### src/verilog/ifcld_map.svh
`ifndef IFCLD_MAP_SVH
`define IFCLD_MAP_SVH

// System clock rate in Hz and in kHz.
`define IFCLD_CLK_HZ 125000000
`define IFCLD_CLK_KHZ 125000

// Gate times in milliseconds, one per gate-select code.
`define IFCLD_GATE0_MS 4
`define IFCLD_GATE1_MS 8
`define IFCLD_GATE2_MS 32
`define IFCLD_GATE3_MS 64

// Settle wait in milliseconds for the short and the long gate pairs.
`define IFCLD_WAIT_SHORT_MS 4
`define IFCLD_WAIT_LONG_MS 8

// Comparison reference rates in Hz and their select codes.
`define IFCLD_REF_9K_HZ 9000
`define IFCLD_REF_25K_HZ 25000
`define IFCLD_REF_5K_HZ 5000
`define IFCLD_REF_1K_HZ 1000
`define IFCLD_REF_9K_CODE 4'h9
`define IFCLD_REF_25K_CODE 4'h2
`define IFCLD_REF_5K_CODE 4'hA

// Serial control word: length and bit positions in order of arrival.
`define IFCLD_WORD_LEN 28
`define IFCLD_W_DIV_LSB 0
`define IFCLD_W_AM_SPEED 16
`define IFCLD_W_PRESC_PATH 17
`define IFCLD_W_ARM 18
`define IFCLD_W_REF_LSB 20
`define IFCLD_W_GATE_LO 24
`define IFCLD_W_GATE_HI 25
`define IFCLD_W_SENS 26
`define IFCLD_OUT_LEN 21

// Register byte offsets.
`define IFCLD_REG_CTRL 8'h00
`define IFCLD_REG_STATUS 8'h04
`define IFCLD_REG_WORD 8'h08
`define IFCLD_REG_IRQ_STAT 8'h0C
`define IFCLD_REG_IRQ_MASK 8'h10

// Field positions and reset values.
`define IFCLD_CTRL_LOCK_PIN 0
`define IFCLD_CTRL_LOCK_EN 1
`define IFCLD_CTRL_RESET 2'h2
`define IFCLD_ST_LOCK 20
`define IFCLD_ST_BUSY 21
`define IFCLD_ST_DONE 22
`define IFCLD_IRQ_DONE 0
`define IFCLD_IRQ_LOCK 1

`endif

### src/verilog/ifcld_pkg.sv
package ifcld_pkg;

	// Phases of one IF count operation.
	typedef enum logic [1:0] {CNT_IDLE, CNT_WAIT, CNT_GATE, CNT_DONE} ifcld_cnt_type;

	// Whole state of the main block.
	typedef struct packed {
		logic ctrl_lock_pin;
		logic ctrl_lock_en;
		logic [1:0] irq_stat;
		logic [1:0] irq_mask;
		logic aw_got;
		logic [7:0] aw_addr;
		logic w_got;
		logic [31:0] w_data;
		logic w_lane0;
		logic bvalid;
		logic [1:0] bresp;
		logic rvalid;
		logic [1:0] rresp;
		logic [31:0] rdata;
		logic in_frame;
		logic dir_known;
		logic in_read;
		logic [4:0] bit_cnt;
		logic [27:0] shift_in;
		logic [20:0] out_sr;
		logic [27:0] word;
		logic prev_ce;
		logic prev_cl;
		ifcld_cnt_type cnt_state;
		logic [23:0] cyc_cnt;
		logic [19:0] if_count;
		logic prev_if;
		logic prev_vco;
		logic [23:0] ref_cnt;
		logic [16:0] div_cnt;
		logic [1:0] fp_cnt;
		logic locked;
	} ifcld_state_type;

endpackage : ifcld_pkg

### src/verilog/ifcld_core.sv
`timescale 1ns/100ps
`include "ifcld_map.svh"

module ifcld_core
	import ifcld_pkg::*;
#(
	parameter int unsigned GATE0_CYC = `IFCLD_GATE0_MS * `IFCLD_CLK_KHZ,
	parameter int unsigned GATE1_CYC = `IFCLD_GATE1_MS * `IFCLD_CLK_KHZ,
	parameter int unsigned GATE2_CYC = `IFCLD_GATE2_MS * `IFCLD_CLK_KHZ,
	parameter int unsigned GATE3_CYC = `IFCLD_GATE3_MS * `IFCLD_CLK_KHZ,
	parameter int unsigned WAIT_SHORT_CYC = `IFCLD_WAIT_SHORT_MS * `IFCLD_CLK_KHZ,
	parameter int unsigned WAIT_LONG_CYC = `IFCLD_WAIT_LONG_MS * `IFCLD_CLK_KHZ,
	parameter int unsigned REF_9K_CYC = `IFCLD_CLK_HZ / `IFCLD_REF_9K_HZ,
	parameter int unsigned REF_25K_CYC = `IFCLD_CLK_HZ / `IFCLD_REF_25K_HZ,
	parameter int unsigned REF_5K_CYC = `IFCLD_CLK_HZ / `IFCLD_REF_5K_HZ,
	parameter int unsigned REF_1K_CYC = `IFCLD_CLK_HZ / `IFCLD_REF_1K_HZ
) (
	input wire logic aclk,
	input wire logic aresetn,
	input wire logic [7:0] s_axi_awaddr,
	input wire logic s_axi_awvalid,
	output logic s_axi_awready,
	input wire logic [31:0] s_axi_wdata,
	input wire logic [3:0] s_axi_wstrb,
	input wire logic s_axi_wvalid,
	output logic s_axi_wready,
	output logic [1:0] s_axi_bresp,
	output logic s_axi_bvalid,
	input wire logic s_axi_bready,
	input wire logic [7:0] s_axi_araddr,
	input wire logic s_axi_arvalid,
	output logic s_axi_arready,
	output logic [31:0] s_axi_rdata,
	output logic [1:0] s_axi_rresp,
	output logic s_axi_rvalid,
	input wire logic s_axi_rready,
	input wire logic chip_enable_pin,
	input wire logic shift_clock_pin,
	input wire logic data_in_pin,
	output logic data_out_o,
	output logic data_out_oe_n,
	input wire logic if_input_pin,
	input wire logic am_input_pin,
	input wire logic fm_input_pin,
	output logic irq
);
	import ifcld_pkg::*;

	ifcld_state_type st; // Registered state.
	ifcld_state_type next_st; // Value for the next edge.
	logic [5:0] pins_sync; // Pins after two flip-flops.
	logic ce_s, cl_s, di_s, if_s, am_s, fm_s; // Named synchronised pins.

	// All pins come from outside the clock domain and pass two stages first.
	ifcld_sync #(.W(6)) u_sync (
		.aclk(aclk),
		.aresetn(aresetn),
		.d({chip_enable_pin, shift_clock_pin, data_in_pin,
			if_input_pin, am_input_pin, fm_input_pin}),
		.q(pins_sync)
	);
	assign {ce_s, cl_s, di_s, if_s, am_s, fm_s} = pins_sync;

	// Cycles of one reference period for a select code; unknown codes fall back to 1 kHz.
	function automatic logic [23:0] ref_cycles(input logic [3:0] code);
		unique case (code)
			`IFCLD_REF_9K_CODE: ref_cycles = 24'(REF_9K_CYC);
			`IFCLD_REF_25K_CODE: ref_cycles = 24'(REF_25K_CYC);
			`IFCLD_REF_5K_CODE: ref_cycles = 24'(REF_5K_CYC);
			default: ref_cycles = 24'(REF_1K_CYC);
		endcase
	endfunction : ref_cycles

	// Gate length for the two gate-select bits.
	function automatic logic [23:0] gate_cycles(input logic [1:0] sel);
		unique case (sel)
			2'h0: gate_cycles = 24'(GATE0_CYC);
			2'h1: gate_cycles = 24'(GATE1_CYC);
			2'h2: gate_cycles = 24'(GATE2_CYC);
			2'h3: gate_cycles = 24'(GATE3_CYC);
		endcase
	endfunction : gate_cycles

	logic [15:0] divisor; // Divisor field of the applied word.
	logic [3:0] ref_sel; // Reference select field.
	logic [1:0] gate_sel; // Gate select, high bit first.
	logic [16:0] div_n; // Effective division ratio.
	logic lock_flag; // Reported lock state.
	logic ce_fall, cl_rise, cl_fall, if_rise, vco_rise, ref_tick; // Event strobes.
	logic wr_fire, wr_ok, rd_ok; // Bus write and decode results.
	logic [1:0] ev; // Interrupt events of this cycle.

	assign divisor = st.word[`IFCLD_W_DIV_LSB +: 16];
	assign ref_sel = st.word[`IFCLD_W_REF_LSB +: 4];
	assign gate_sel = {st.word[`IFCLD_W_GATE_HI], st.word[`IFCLD_W_GATE_LO]};
	assign lock_flag = st.locked | ~st.ctrl_lock_en;

	// Division ratio per path; a zero ratio is kept at one so the divider never stalls.
	always_comb
	begin
		if (st.word[`IFCLD_W_PRESC_PATH])
			div_n = {divisor, 1'b0};
		else if (st.word[`IFCLD_W_AM_SPEED])
			div_n = {1'b0, divisor};
		else
			div_n = {5'h00, divisor[15:4]};
		if (div_n == 17'h00000)
			div_n = 17'h00001;
	end

	// Edge strobes are taken from the synchronised levels only.
	assign ce_fall = st.prev_ce & ~ce_s;
	assign cl_rise = ~st.prev_cl & cl_s;
	assign cl_fall = st.prev_cl & ~cl_s;
	assign if_rise = ~st.prev_if & if_s;
	assign vco_rise = ~st.prev_vco & (st.word[`IFCLD_W_PRESC_PATH] ? fm_s : am_s);
	assign ref_tick = (st.ref_cnt == 24'h000000);

	// Bus handshakes are combinational; a response blocks new requests of its kind.
	assign s_axi_awready = ~st.aw_got & ~st.bvalid;
	assign s_axi_wready = ~st.w_got & ~st.bvalid;
	assign s_axi_arready = ~st.rvalid;
	assign wr_fire = st.aw_got & st.w_got & ~st.bvalid;
	assign wr_ok = (st.aw_addr == `IFCLD_REG_CTRL) | (st.aw_addr == `IFCLD_REG_IRQ_STAT)
		| (st.aw_addr == `IFCLD_REG_IRQ_MASK) | (st.aw_addr == `IFCLD_REG_STATUS)
		| (st.aw_addr == `IFCLD_REG_WORD);
	assign rd_ok = (s_axi_araddr == `IFCLD_REG_CTRL) | (s_axi_araddr == `IFCLD_REG_STATUS)
		| (s_axi_araddr == `IFCLD_REG_WORD) | (s_axi_araddr == `IFCLD_REG_IRQ_STAT)
		| (s_axi_araddr == `IFCLD_REG_IRQ_MASK);

	// Next-state logic for the bus slave, the serial link, the counter and the lock detector.
	always_comb
	begin
		next_st = st;
		ev = 2'h0;
		next_st.prev_ce = ce_s;
		next_st.prev_cl = cl_s;
		next_st.prev_if = if_s;
		next_st.prev_vco = vco_rise ? 1'b1 : (st.word[`IFCLD_W_PRESC_PATH] ? fm_s : am_s);

		// Write address and data are caught in either order.
		if (s_axi_awvalid && s_axi_awready)
		begin
			next_st.aw_got = 1'b1;
			next_st.aw_addr = {s_axi_awaddr[7:2], 2'b00};
		end
		if (s_axi_wvalid && s_axi_wready)
		begin
			next_st.w_got = 1'b1;
			next_st.w_data = s_axi_wdata;
			next_st.w_lane0 = s_axi_wstrb[0];
		end

		// Read answers one cycle after the address; an unknown address gets SLVERR, and zero unless it lies inside a mapped word.
		if (s_axi_arvalid && s_axi_arready)
		begin
			next_st.rvalid = 1'b1;
			next_st.rresp = rd_ok ? 2'h0 : 2'h2;
			unique case ({s_axi_araddr[7:2], 2'b00})
				`IFCLD_REG_CTRL: next_st.rdata = {30'h00000000, st.ctrl_lock_en, st.ctrl_lock_pin};
				`IFCLD_REG_STATUS: next_st.rdata = {9'h000, st.cnt_state == CNT_DONE,
					st.cnt_state == CNT_WAIT || st.cnt_state == CNT_GATE, lock_flag, st.if_count};
				`IFCLD_REG_WORD: next_st.rdata = {4'h0, st.word};
				`IFCLD_REG_IRQ_STAT: next_st.rdata = {30'h00000000, st.irq_stat};
				`IFCLD_REG_IRQ_MASK: next_st.rdata = {30'h00000000, st.irq_mask};
				default: next_st.rdata = 32'h00000000;
			endcase
		end
		else if (st.rvalid && s_axi_rready)
			next_st.rvalid = 1'b0;

		// Serial link: a frame opens when chip enable rises.
		if (ce_s && !st.prev_ce)
		begin
			next_st.in_frame = 1'b1;
			next_st.dir_known = 1'b0;
			next_st.in_read = 1'b0;
			next_st.bit_cnt = 5'h00;
		end
		else if (st.in_frame && ce_s && cl_rise && !st.dir_known)
		begin
			// The first bit picks the direction; a read captures flag and count at once.
			next_st.dir_known = 1'b1;
			next_st.in_read = di_s;
			next_st.out_sr = {lock_flag, st.if_count};
		end
		else if (st.in_frame && ce_s && cl_rise && !st.in_read
			&& st.bit_cnt != 5'(`IFCLD_WORD_LEN))
		begin
			// Bits arrive first-field-first and settle at index 0 upward.
			next_st.shift_in = {di_s, st.shift_in[27:1]};
			next_st.bit_cnt = st.bit_cnt + 5'h01;
		end
		else if (st.in_frame && ce_s && cl_fall && st.in_read)
			next_st.out_sr = {st.out_sr[19:0], 1'b1};

		// The word takes effect only on chip enable falling after a whole word.
		if (ce_fall)
		begin
			next_st.in_frame = 1'b0;
			next_st.in_read = 1'b0;
			if (st.dir_known && !st.in_read && st.bit_cnt == 5'(`IFCLD_WORD_LEN))
			begin
				next_st.word = st.shift_in;
				if (!st.shift_in[`IFCLD_W_ARM])
				begin
					next_st.cnt_state = CNT_IDLE;
					next_st.if_count = 20'h00000;
				end
				else if (!st.word[`IFCLD_W_ARM])
				begin
					// Wait is timed from this very edge so the IF signal can settle.
					next_st.cnt_state = CNT_WAIT;
					next_st.if_count = 20'h00000;
					next_st.cyc_cnt = st.shift_in[`IFCLD_W_GATE_HI] ? 24'(WAIT_LONG_CYC)
						: 24'(WAIT_SHORT_CYC);
				end
			end
		end
		else
		begin
			// Count phases run only in cycles where chip enable does not fall.
			unique case (st.cnt_state)
				CNT_IDLE: next_st.cyc_cnt = 24'h000000;
				CNT_WAIT:
					if (st.cyc_cnt <= 24'h000001)
					begin
						next_st.cnt_state = CNT_GATE;
						next_st.cyc_cnt = gate_cycles(gate_sel);
					end
					else
						next_st.cyc_cnt = st.cyc_cnt - 24'h000001;
				CNT_GATE:
				begin
					if (if_rise)
						next_st.if_count = st.if_count + 20'h00001;
					if (st.cyc_cnt <= 24'h000001)
					begin
						next_st.cnt_state = CNT_DONE;
						ev[`IFCLD_IRQ_DONE] = 1'b1;
					end
					else
						next_st.cyc_cnt = st.cyc_cnt - 24'h000001;
				end
				CNT_DONE: next_st.cyc_cnt = 24'h000000;
			endcase
		end

		// Divided oscillator pulses are tallied per reference period.
		if (vco_rise)
		begin
			if (st.div_cnt >= div_n - 17'h00001)
			begin
				next_st.div_cnt = 17'h00000;
				if (st.fp_cnt != 2'h3)
					next_st.fp_cnt = st.fp_cnt + 2'h1;
			end
			else
				next_st.div_cnt = st.div_cnt + 17'h00001;
		end

		// Lock is judged once per period: exactly one divided pulse means locked.
		if (ref_tick)
		begin
			next_st.ref_cnt = ref_cycles(ref_sel) - 24'h000001;
			next_st.locked = (st.fp_cnt == 2'h1);
			// A divided pulse that lands on the tick itself opens the new period, else a
			// divider in step with the reference would never be seen as locked.
			next_st.fp_cnt = (next_st.fp_cnt != st.fp_cnt) ? 2'h1 : 2'h0;
			if (st.locked != (st.fp_cnt == 2'h1))
				ev[`IFCLD_IRQ_LOCK] = 1'b1;
		end
		else
			next_st.ref_cnt = st.ref_cnt - 24'h000001;

		// Register writes; status bits clear on a one, but a new event wins.
		if (wr_fire)
		begin
			next_st.aw_got = 1'b0;
			next_st.w_got = 1'b0;
			next_st.bvalid = 1'b1;
			next_st.bresp = wr_ok ? 2'h0 : 2'h2;
			if (st.w_lane0)
			begin
				if (st.aw_addr == `IFCLD_REG_CTRL)
				begin
					next_st.ctrl_lock_pin = st.w_data[`IFCLD_CTRL_LOCK_PIN];
					next_st.ctrl_lock_en = st.w_data[`IFCLD_CTRL_LOCK_EN];
				end
				if (st.aw_addr == `IFCLD_REG_IRQ_MASK)
					next_st.irq_mask = st.w_data[1:0];
				if (st.aw_addr == `IFCLD_REG_IRQ_STAT)
					next_st.irq_stat = st.irq_stat & ~st.w_data[1:0];
			end
		end
		else if (st.bvalid && s_axi_bready)
			next_st.bvalid = 1'b0;
		next_st.irq_stat = next_st.irq_stat | ev;
	end

	// One register stage for the whole block state.
	always_ff @(posedge aclk)
	begin
		if (!aresetn)
		begin
			st <= '0;
			st.ctrl_lock_en <= 1'b1;
			st.cnt_state <= CNT_IDLE;
		end
		else
			st <= next_st;
	end

	// Open drain: the pin is only ever pulled low, so the level itself is constant.
	assign data_out_o = 1'b0;

	// Read frames own the pin; otherwise lock mode shows the flag, else it is released.
	always_comb
	begin
		if (st.in_read)
			data_out_oe_n = st.out_sr[20];
		else if (st.ctrl_lock_pin)
			data_out_oe_n = lock_flag;
		else
			data_out_oe_n = 1'b1;
	end

	assign s_axi_bvalid = st.bvalid;
	assign s_axi_bresp = st.bresp;
	assign s_axi_rvalid = st.rvalid;
	assign s_axi_rresp = st.rresp;
	assign s_axi_rdata = st.rdata;
	assign irq = |(st.irq_stat & st.irq_mask);
endmodule : ifcld_core

### src/verilog/ifcld_sync.sv
`timescale 1ns/100ps

// Two-stage synchroniser for a group of pin levels; stage one feeds stage two only.
module ifcld_sync #(
	parameter int W = 1
) (
	input wire logic aclk,
	input wire logic aresetn,
	input wire logic [W-1:0] d,
	output logic [W-1:0] q
);
	// Both stages held in one packed value.
	typedef struct packed {
		logic [W-1:0] s1;
		logic [W-1:0] s2;
	} ifcld_sync_type;

	ifcld_sync_type st;
	ifcld_sync_type next_st;

	// Stage one catches the pin, stage two only ever reads stage one.
	always_comb
	begin
		next_st.s1 = d;
		next_st.s2 = st.s1;
	end

	// Reset clears both stages to a constant.
	always_ff @(posedge aclk)
	begin
		if (!aresetn)
			st <= '0;
		else
			st <= next_st;
	end

	assign q = st.s2;
endmodule : ifcld_sync
### config.mk
export PLATFORM = sky130hd
export DESIGN_NAME = ifcld_core
export DESIGN_NICKNAME = d
export VERILOG_FILES = /design/src/verilog/ifcld_pkg.sv /design/src/verilog/ifcld_core.sv /design/src/verilog/ifcld_sync.sv
export VERILOG_INCLUDE_DIRS = /design/src /design/src/verilog
export SDC_FILE = /design/constraint.sdc
export NUM_CORES = 1
export LEC_CHECK = 0
export BUFFER_PORTS_ARGS = -buffer_cell sky130_fd_sc_hd__buf_2
export CAP_MARGIN = 20
export CORE_MARGIN = 2
export CORE_UTILIZATION = 42
export CTS_BUF_LIST = sky130_fd_sc_hd__clkbuf_2
export DETAILED_ROUTE_END_ITERATION = 12
export HOLD_SLACK_MARGIN = 0.03
export SETUP_SLACK_MARGIN = 0.3
export SLEW_MARGIN = 20
export SYNTH_ARGS = -nofsm -noshare
export SYNTH_HDL_FRONTEND = slang
export SYNTH_SLANG_ARGS = --single-unit
### constraint.sdc
create_clock -name aclk -period 5.1 [get_ports aclk]
set_input_delay 0.255 -clock aclk [delete_from_list [all_inputs] [get_ports aclk]]
set_output_delay 0.255 -clock aclk [all_outputs]
set_load 0.1 [all_outputs]
Yosys cells after proc, flatten, opt, wreduce, memory -nomap -nowiden --
Cells that the tools add are included.
Word-level totals: flip-flop bits (word level) 246, bits of input ports 65, output and inout bits 44, word-level logic and storage cells 213
Operators by class: add/subtract/negate cells 8, magnitude comparators 2, equal/unequal tests 35, mux-type cells 52, bitwise logic cells 35, reduce and logical (&&, ||, !) cells 47
Operators with widths (number):
- case mux 28 bit (5 select lines) | 1
- 2-to-1 mux 46 bit | 3
- 2-to-1 mux 24 bit | 5
- case mux 24 bit (4 select lines) | 1
- 2-to-1 mux 20 bit | 4
- case mux 24 bit (3 select lines) | 1
- subtractor 24 x 1 -> 24 bit, second input constant | 3
- 2-to-1 mux 21 bit | 3
- 2-to-1 mux 17 bit | 3
- case mux 17 bit (3 select lines) | 1
- == test 6 x 2 -> 1 bit, second input constant | 4
- <= comparator 24 x 1 -> 1 bit, second input constant | 1
- logical NOT 24 bit | 1
- adder 20 x 1 -> 20 bit, second input constant | 1
- 2-to-1 mux 2 bit | 10
- adder 17 x 1 -> 17 bit, second input constant | 1
- >= comparator 17 bit | 1
- logical NOT 17 bit | 1
- subtractor 17 x 1 -> 17 bit, second input constant | 1
- == test 8 x 4 -> 1 bit, second input constant | 2
- logical NOT 8 bit | 2
- 2-to-1 mux 16 bit | 1
- logical AND 1 bit | 15
- 2-to-1 mux 1 bit | 14
- 41 further kinds | 99

Logic depth before layout (Yosys ltp) --
Gate-level depths: netlist of run 1.
depth in word-level cells 11, gate-level depth with buffers 20, depth with buffers taken out 18

Hierarchy --
Synthesis of run 1 repeated with hierarchy kept, for this count alone.
Second synthesis, totals: cells, all modules 1449, area total of the unflattened synthesis 11751.3 sq um
By module, submodules not included:
- ifcld_core | instances 1, cells an instance 1424, area each 11414.7 sq um, sequential area each 4564.4 sq um
- ifcld_sync | instances 1, cells an instance 25, area each 336.6 sq um, sequential area each 240.2 sq um

Worst setup path before layout of run 1 --
No wires, ideal clock.
path kind register -> register, from reg st[110] (netlist bit), to reg st[1] (netlist bit), library setup time 0.070 ns, arrival 4.587 ns, data required time 5.030 ns, setup slack 0.443 ns, stages on the path, launching flop included 21, path buffers 2, period minus slack after synthesis 4.657 ns, cells stage by stage dfxtp_1 > buf_4 > mux2_2 > mux2i_2 > nand3_2 > nor3_1 > a41oi_1 > ha_1 > o211a_1 > nand4_1 > nor4_1 > mux2_2 > o41ai_1 > ha_1 > nand4_1 > or4_1 > a21oi_1 > a211oi_1 > a21oi_1 > clkbuf_1 > o2bb2ai_1
On the way: longest elaborated chain between the ends 11
RTL lines:
- start, declared | line ifcld_core.sv:49 | ifcld_state_type st;
- start signal, assigned | line ifcld_core.sv:311 | st <= next_st;
- 2-to-1 mux 16 bit * | line ifcld_core.sv:103 | else if (st.word[`IFCLD_W_AM_SPEED])
- 2-to-1 mux 17 bit * | line ifcld_core.sv:101 | if (st.word[`IFCLD_W_PRESC_PATH])
- logical NOT 17 bit | line ifcld_core.sv:107 | if (div_n == 17'h00000)
- 2-to-1 mux 17 bit * | line ifcld_core.sv:107
- subtractor 17 x 1 -> 17 bit * | line ifcld_core.sv:252 | if (st.div_cnt >= div_n - 17'h00001)
- >= comparator 17 bit * | line ifcld_core.sv:252
- 2-to-1 mux 2 bit * | line ifcld_core.sv:252
- 2-to-1 mux 2 bit * | line ifcld_core.sv:250 | if (vco_rise)
- inequality test 2 bit | line ifcld_core.sv:269 | next_st.fp_cnt = (next_st.fp_cnt != st.fp_cnt) ? 2'h1 : 2'h0;
- 2-to-1 mux 1 bit | line ifcld_core.sv:269
- 2-to-1 mux 3 bit * | line ifcld_core.sv:263 | if (ref_tick)
Every way passes the cells marked *; elsewhere a longest branch is shown, timed or not. A chain may end at the register's enable or synchronous reset.

Final worst setup path of run 1 --
from reg st[111] (netlist bit), to reg st[12] (netlist bit)
On the way: longest elaborated chain between the ends 6, elaborated cells between the ends (all ways) 8, classes of those cells add/sub: 1; order compare: 1; mux: 4; bitwise: 1; reduce/logical: 1
RTL lines (line):
- 2-to-1 mux 17 bit | ifcld_core.sv:101
- logical NOT 17 bit | ifcld_core.sv:107
- 2-to-1 mux 17 bit | ifcld_core.sv:107
- subtractor 17 x 1 -> 17 bit | ifcld_core.sv:252
- >= comparator 17 bit | ifcld_core.sv:252
- 2-to-1 mux 17 bit | ifcld_core.sv:252
Several ways; a longest one is shown, not always the timed one.

==> results.md, run 1 <==
- Gate Count Post-Synth: 1478
- Max incr delay on CP: 470 ps
- Pleak: 5.15 nW
- Worst Slack Setup Final: 616 ps
- Post-synth EDFFs: 0
- Max-cap violations: 0
- Cell area after synthesis: 12100 sq um
- Layout cells sized above 1: 15.9%
- Sequential area share after synthesis: 39.7%
- Slew @ Worst Pin: 1090 ps
- WP data required: 5740 ps
- DR vias/cell: 5.37
- Clk_lat worst skew: 820 ps
- Clock root buffer: clkbuf_2
- Seq. cell area: 4810 sq um
- Syn Area/Cell: 8.19 sq um
- Power Density: 448 nW/um^2
- Netlist cell types: 76
- Crit end category: register
- Commonest non-fill, non-tap cells in the layout: dfxtp_1 (237), nand2_1 (214), nor2_1 (142), a21oi_1 (116), clkbuf_2 (101)
- Worst Path Buf+Inv: 3
- Pre-CTS setup slack: 466 ps
- Full die area: 30200 sq um
- Cts bufs inserted: 67
- Crit path time final: 4480 ps
- Final Setup Violations: 0
- Layout Nets: 1651
- Synth async-reset ratio: 0%
- Largest cells by area after synthesis: dfxtp_1 (40%), nand2_1 (6.6%), a21oi_1 (4.8%)
- Max Slew Vio Count: 0
- Top FF cell, synth: dfxtp_1
- Outcome: complete, no violations
- Critical Path Fanout Max: 15
- Worst Skew: 53.9 ps
- Fill count: 2936
- Vias in the first global route: 10300
- Area of the multi-input gates: 6660 sq um
- Synth top area share: 39.7%
- Initial DRC count: 687
- Die span in y: 174 um
- Largest net degree at the start of global routing: 130
- Peak VDD IR: 367 uV
- Crit share post-route: 87.9%
- Number of remaining DRC errors: 0
- Startpoint type of the worst setup path: register
- Power Total: 6.05 mW
- WHS: 118 ps
- First-pass GRT wire length: 50.7 mm
- Total GRT Usage: 20.2%
- Placer Congestion: 0.844
- Routed Antenna Nets: 0
- Maximum root-to-sink buffer count: 3
- DR vias: 10700
- Tightest Hold Check Type: primary input to register
- FF+latch count, synth: 240
- Site Rows: 62
- Setup TNS: 0 ps
- CTS tree: done
- Worst slew margin: 27.6%
- Critical path class: register to register
- CP max stage cell: or4_1
- Final wirelength: 30.6 mm
- Starting Density: 42.4%
- Htree depth: 3
- DIE WIDTH: 174 um
- Initial antenna violation count: 6
- Std-Cell Core Area: 28500 sq um
- Number of warning messages in the yosys log: 0
- Crit-path leading delay family: simple AND/OR/NAND/NOR gates
- Reg clk slew, reported paths: 110 ps
- Final Hold Fails: 0
- # port buffers: 66
- Unrepaired setup endpoints after global routing: no
- Crit path cell chain: clkinvlp_4 -> buf_4 -> mux2i_2 -> nand3_2 -> nor3_2 -> a41oi_2 -> ha_1 -> o211a_1 -> nand4_1 -> nor4_2 -> mux2_2 -> o41ai_2 -> ha_1 -> nand4_1 -> or4_1 -> a21oi_1 -> a211oi_1 -> a21oi_1 -> buf_6 -> nor3_1
- Cell taking the most area after synthesis: dfxtp_1
- Sink Count: 240
- WL per Instance: 15.4 um
- CP arrival: 5120 ps
- Hpwl dp: 20.3 mm
- I/O pin count: 109
- Max Clk Rate: 223 MHz
- TritonRoute pass-1 iters: 5
- Area Growth Syn to Fin: 11.6%
- Gr ovfl total: 0
- Commonest non-fill, non-tap cell in the layout: dfxtp_1
cells by family (layout without fill, tap and decap cells):
logic type,after synthesis,in the layout,synth area share (%)
mux,63,63,5.37
flops,240,240,39.7
compound gates,305,305,15.6
other cells,1,11,0.0310
buf+inv,145,266,5.92
simple gates,626,626,25.4
xor+xnor,70,70,5.07
fa+ha+maj,28,28,2.90
area by class of cell:
type / count / share of cell area (%)
Clock inverter: 15 / 0.454
Clock buffer: 101 / 3.74
Multi-Input combinational cell: 1099 / 49.3
Antenna cell: 4 / 0.0741
Tap cell: 384 / 3.56
Sequential cell: 240 / 35.6
Timing Repair Buffer: 119 / 6.29
Inverter: 31 / 0.908
worst reg2reg max path, stage by stage, from the launching register on:
cell        delay (ps)
dfxtp_2            450
clkinvlp_4         110
buf_4              190
mux2i_2            200
nand3_2            180
nor3_2              80
a41oi_2            220
ha_1               200
o211a_1            190
nand4_1            270
nor4_2             380
mux2_2             380
o41ai_2             50
ha_1               210
nand4_1             80
or4_1              470
a21oi_1            160
a211oi_1            80
a21oi_1            170
buf_6              190
nor3_1              70
state kept, by name (all words and copies together) (netlist names):
register	flops
st	174
s_axi_rdata	28
divisor	16
u_sync.next_st	6
u_sync.q	6
ref_sel	4
gate_sel	2
s_axi_bresp	1
s_axi_bvalid	1
s_axi_rresp	1
s_axi_rvalid	1
through the flow:
stage | utilization [%] | area [sq um] | cells
5_1_grt | 47.3 | 13500 | 1992
4_1_cts | 47.0 | 13400 | 1987
6_report | 47.3 | 13500 | 1993
2_1_floorplan | - | 12100 | 1484
3_5_place_dp | 43.9 | 12500 | 1840
3_3_place_gp | 43.8 | 12500 | 1839
report_power, final:
group,total [mW],internal [mW],switching [mW]
clock,1.33,0.523,0.807
combinational,2.56,0.947,1.61
sequential,2.16,2.01,0.148
total,6.05,3.48,2.57
Yosys cell counts (4+ instances only):
cell type and count:
nand4b_1 4, or4_1 6, buf_4 41, nand2_1 214, o22ai_1 9, clkbuf_1 63, nor2b_1 11, o31ai_1 5
a21o_1 4, nand3_1 30, or3_1 10, xnor2_1 25, nor2_1 143, nand3b_1 5, or2_2 7, o21a_1 5
nor4_1 21, and2_1 43, nor4_2 4, mux2_2 12, ha_1 28, nand4_1 23, a221oi_1 5, and3_1 7
xor2_1 45, buf_2 8, dfxtp_1 240, a211oi_1 31, nor3b_1 5, or4_4 7, nor3_1 54, nand2b_1 15
o21ai_0 60, mux2i_1 50, a31oi_1 7, o211ai_1 6, inv_1 31, and4_1 5, a21oi_1 116, a22oi_1 26
timing repair:
| item | 4_1_cts | 5_1_grt |
|---|---|---|
| buffers inserted | 0 | 2 |
| resized for setup | 0 | 13 |
| endpoints found under the hold margin | 45 | 0 |
| endpoints found under the setup margin | 0 | 19 |
| hold buffers | 31 | 0 |
worst paths after layout:
path	start	to	slack, ps	cells after the start
setup reg to reg	st[111]$_SDFFE_PN0P_	st[12]$_SDFFE_PN0P_	620	20
hold reg to reg	u_sync.next_st[2]$_SDFF_PN0_	u_sync.q[2]$_SDFF_PN0_	430	1
setup / recovery	st[111]$_SDFFE_PN0P_	st[12]$_SDFFE_PN0P_	620	20
hold / removal	s_axi_araddr[2]	s_axi_rdata[23]$_SDFFE_PN0P_	120	5
layer usage:
layer	GRT usage, %	wire length (um)	vias to the layer above
li1	-	-	5352
met1	26.6	14300	5029
met2	32.6	13900	280
met3	5.11	1930	46
met4	5.99	422	4
met5	0	34	-
Power figures use the tool's default switching activity.
==> run 2, diff against run 1 <==
--- a/config.mk
+++ b/config.mk
@@ -9,7 +9,7 @@
 export BUFFER_PORTS_ARGS = -buffer_cell sky130_fd_sc_hd__buf_2
 export CAP_MARGIN = 20
 export CORE_MARGIN = 2
-export CORE_UTILIZATION = 42
+export CORE_UTILIZATION = 39
 export CTS_BUF_LIST = sky130_fd_sc_hd__clkbuf_2
 export DETAILED_ROUTE_END_ITERATION = 12
 export HOLD_SLACK_MARGIN = 0.03
==> run 2 against run 1 <==
Against the previous run:
- maximum frequency shrank 2.0%
- combinational power about the same
- sequential cell count did not move
- first-iteration DRC count fell by 1.2%
- sequential share of layout area shrank 0.60 points
- non-clock buffer count rose by 14
- worst setup slack lost 92 ps
- sequential power hardly changed
- critical path depth unchanged
- wire length increased by 3.7%
- critical endpoint is now st[16]$_SDFFE_PN0P_
- highest routed layer unchanged
==> results.md, run 2 (same netlist as run 1, synthesis figures left out) <==
- Setup TNS: 0 ps (unchanged)
- # port buffers: 66 (unchanged)
- Final Hold Fails: 0 (unchanged)
- Maximum root-to-sink buffer count: 3 (unchanged)
- Tightest Hold Check Type: primary input to register
- Htree depth: 3 (unchanged)
- Grt met3 use: 4.63% (-0.48 points)
- Commonest non-fill, non-tap cells in the layout: dfxtp_1 (239), nand2_1 (214), nor2_1 (142), a21oi_1 (116), clkbuf_2 (94)
- Crit share post-route: 89.7% (+1.8 points)
- Register bank with the most flops: st
- Final wirelength: 31.8 mm (+3.7%)
- Power Total: 6.26 mW (+3.4%)
- Hpwl dp: 20.7 mm (+2.1%)
- Vias in the first global route: 10200 (-0.42%)
- TritonRoute pass-1 iters: 7 (+2)
- Fill count: 3136 (+6.8%)
- Logic pwr share: 40.8% (-1.5 points)
- Int Pwr: 3.67 mW (+5.3%)
- Number of remaining DRC errors: 0 (unchanged)
- Gr busiest metal: met2
- Max Clk Rate: 219 MHz (-2.0%)
- Routed Antenna Nets: 0 (unchanged)
- Slew @ Worst Pin: 1110 ps (+22.2 ps)
- Crit end category: register
- Worst slew margin: 25.7% (-1.9 points)
- Critical path class: register to register
- Max reg flops: 174 (unchanged)
- DIE WIDTH: 180 um (+3.7%)
- Cts bufs inserted: 68 (+1.5%)
- Area Growth Syn to Fin: 13.4%
- Max Slew Vio Count: 0 (unchanged)
- WHS: 117 ps (-0.955 ps)
- Clk_lat worst skew: 890 ps (+70 ps)
- CP arrival: 5240 ps (+120 ps)
- Full die area: 32400 sq um (+7.5%)
- Layout Nets: 1666 (+0.91%)
- Largest net degree at the start of global routing: 82 (-37%)
- CTS tree: done
- Gr ovfl total: 0 (unchanged)
- Initial DRC count: 679 (-1.2%)
- Sink Count: 240 (unchanged)
- I/O pin count: 109 (unchanged)
- Worst Skew: 75.4 ps (+21.5 ps)
- Pleak: 5.24 nW (+1.7%)
- Total GRT Usage: 19.2% (-0.98 points)
- Starting Density: 39.6% (-2.8 points)
- Std-Cell Core Area: 30600 sq um (+7.2%)
- Sw Pwr: 2.59 mW (+0.86%)
- Met1 Use GR: 26.0% (-0.65 points)
- Placer Congestion: 0.872 (+3.3%)
- Unrepaired setup endpoints after global routing: no
- Final Setup Violations: 0 (unchanged)
- Clock root buffer: clkbuf_2
- DR vias/cell: 5.32 (-1.1%)
- Site Rows: 64 (+3.2%)
- Power Density: 456 nW/um^2 (+1.8%)
- Met2 Usage GRT: 30.1% (-2.5 points)
- Die span in y: 180 um (+3.7%)
- WL per Instance: 15.7 um (+2.2%)
- Reg clk slew, reported paths: 90 ps (-20 ps)
- Sequential share of power: 34.6% (-1.1 points)
- Outcome: complete, no violations
- Layout cells sized above 1: 15.4% (-0.53 points)
- First-pass GRT wire length: 52.0 mm (+2.5%)
- WP data required: 5760 ps (+20 ps)
- Startpoint type of the worst setup path: register
- Peak VDD IR: 298 uV (-19%)
- Clock share of power: 24.7% (+2.7 points)
- Commonest non-fill, non-tap cell in the layout: dfxtp_1
- Max-cap violations: 0 (unchanged)
- Crit path time final: 4580 ps (+91.8 ps)
- Sw frac: 41.4% (-1.1 points)
- Final Util: 44.8% (-2.5 points)
- DR vias: 10800 (+0.38%)
- Critical Path Fanout Max: 15 (unchanged)
- Initial antenna violation count: 4 (-2)
[run 2: what timing repair did]
| action | in CTS | in global routing |
|---|---|---|
| hold buffers | 40 | 0 |
| endpoints found under the setup margin | 0 | 19 |
| resized for setup | 0 | 9 |
| buffers inserted | 0 | 5 |
| endpoints found under the hold margin | 33 | 0 |
[run 2: worst max-delay path, stage by stage, from the launching register on]
cell      delay, ps
dfxtp_2         390
buf_4           170
mux2_2          350
mux2i_2         190
nand4b_1        200
nor3_2          280
a41oi_2         180
ha_1            230
o211a_1         140
nand4_1         250
buf_4           180
nor2_1           40
xor2_1          140
ha_1            310
nand4_1         120
or4_1           550
a21oi_1         170
a211oi_1         80
a21oi_1         170
buf_6           200
nor3_1           60
[run 2: per-stage QoR]
| step | cells | cell area [sq um] | setup slack [ps] |
|---|---|---|---|
| final | 2022 | 13700 | 524 |
| after global routing | 2021 | 13700 | 221 |
| after CTS | 2012 | 13600 | 391 |
| after detailed placement | 1854 | 12600 | 437 |
| after global placement | 1853 | 12500 | 521 |
| after floorplan | 1484 | 12100 | 443 |
[run 2: power groups by stage]
| stage | Sequential [mW] | Combinational (mW) | Clock, mW |
|---|---|---|---|
| 2_1_floorplan | 2.17 | 2.07 | 0 |
| 3_3_place_gp | 2.19 | 2.44 | 0 |
| 3_5_place_dp | 2.20 | 2.47 | 0 |
| 4_1_cts | 2.16 | 2.52 | 1.60 |
| 5_1_grt | 2.18 | 2.83 | 1.71 |
| 6_report | 2.16 | 2.55 | 1.54 |
[run 2: path summary, 6_finish.rpt]
path	from	to	slack, ps	cells past startpoint
max reg2reg	st[110]$_SDFFE_PN0P_	st[16]$_SDFFE_PN0P_	520	20
min	s_axi_araddr[2]	s_axi_rdata[24]$_SDFFE_PN0P_	120	5
max	st[110]$_SDFFE_PN0P_	st[16]$_SDFFE_PN0P_	520	20
min reg2reg	st[158]$_SDFFE_PN0P_	st[157]$_SDFFE_PN0P_	420	2
[run 2: cell type report]
type / count / area (sq um) / share of cell area, %
timing repair buffer: 133 / 965 / 7.03
inverter: 31 / 123 / 0.894
clock buffer: 94 / 470 / 3.43
multi-input combinational: 1099 / 6640 / 48.4
antenna: 5 / 12.5 / 0.0912
tap: 396 / 495 / 3.61
clock inverter: 24 / 200 / 1.46
sequential: 240 / 4810 / 35.0
[run 2: metal layers]
layer | part of all wire, % | vias to the layer above
li1 | - | 5383
met1 | 48 | 5029
met2 | 44 | 277
met3 | 6.1 | 61
met4 | 2.1 | 2
met5 | 0.041 | -
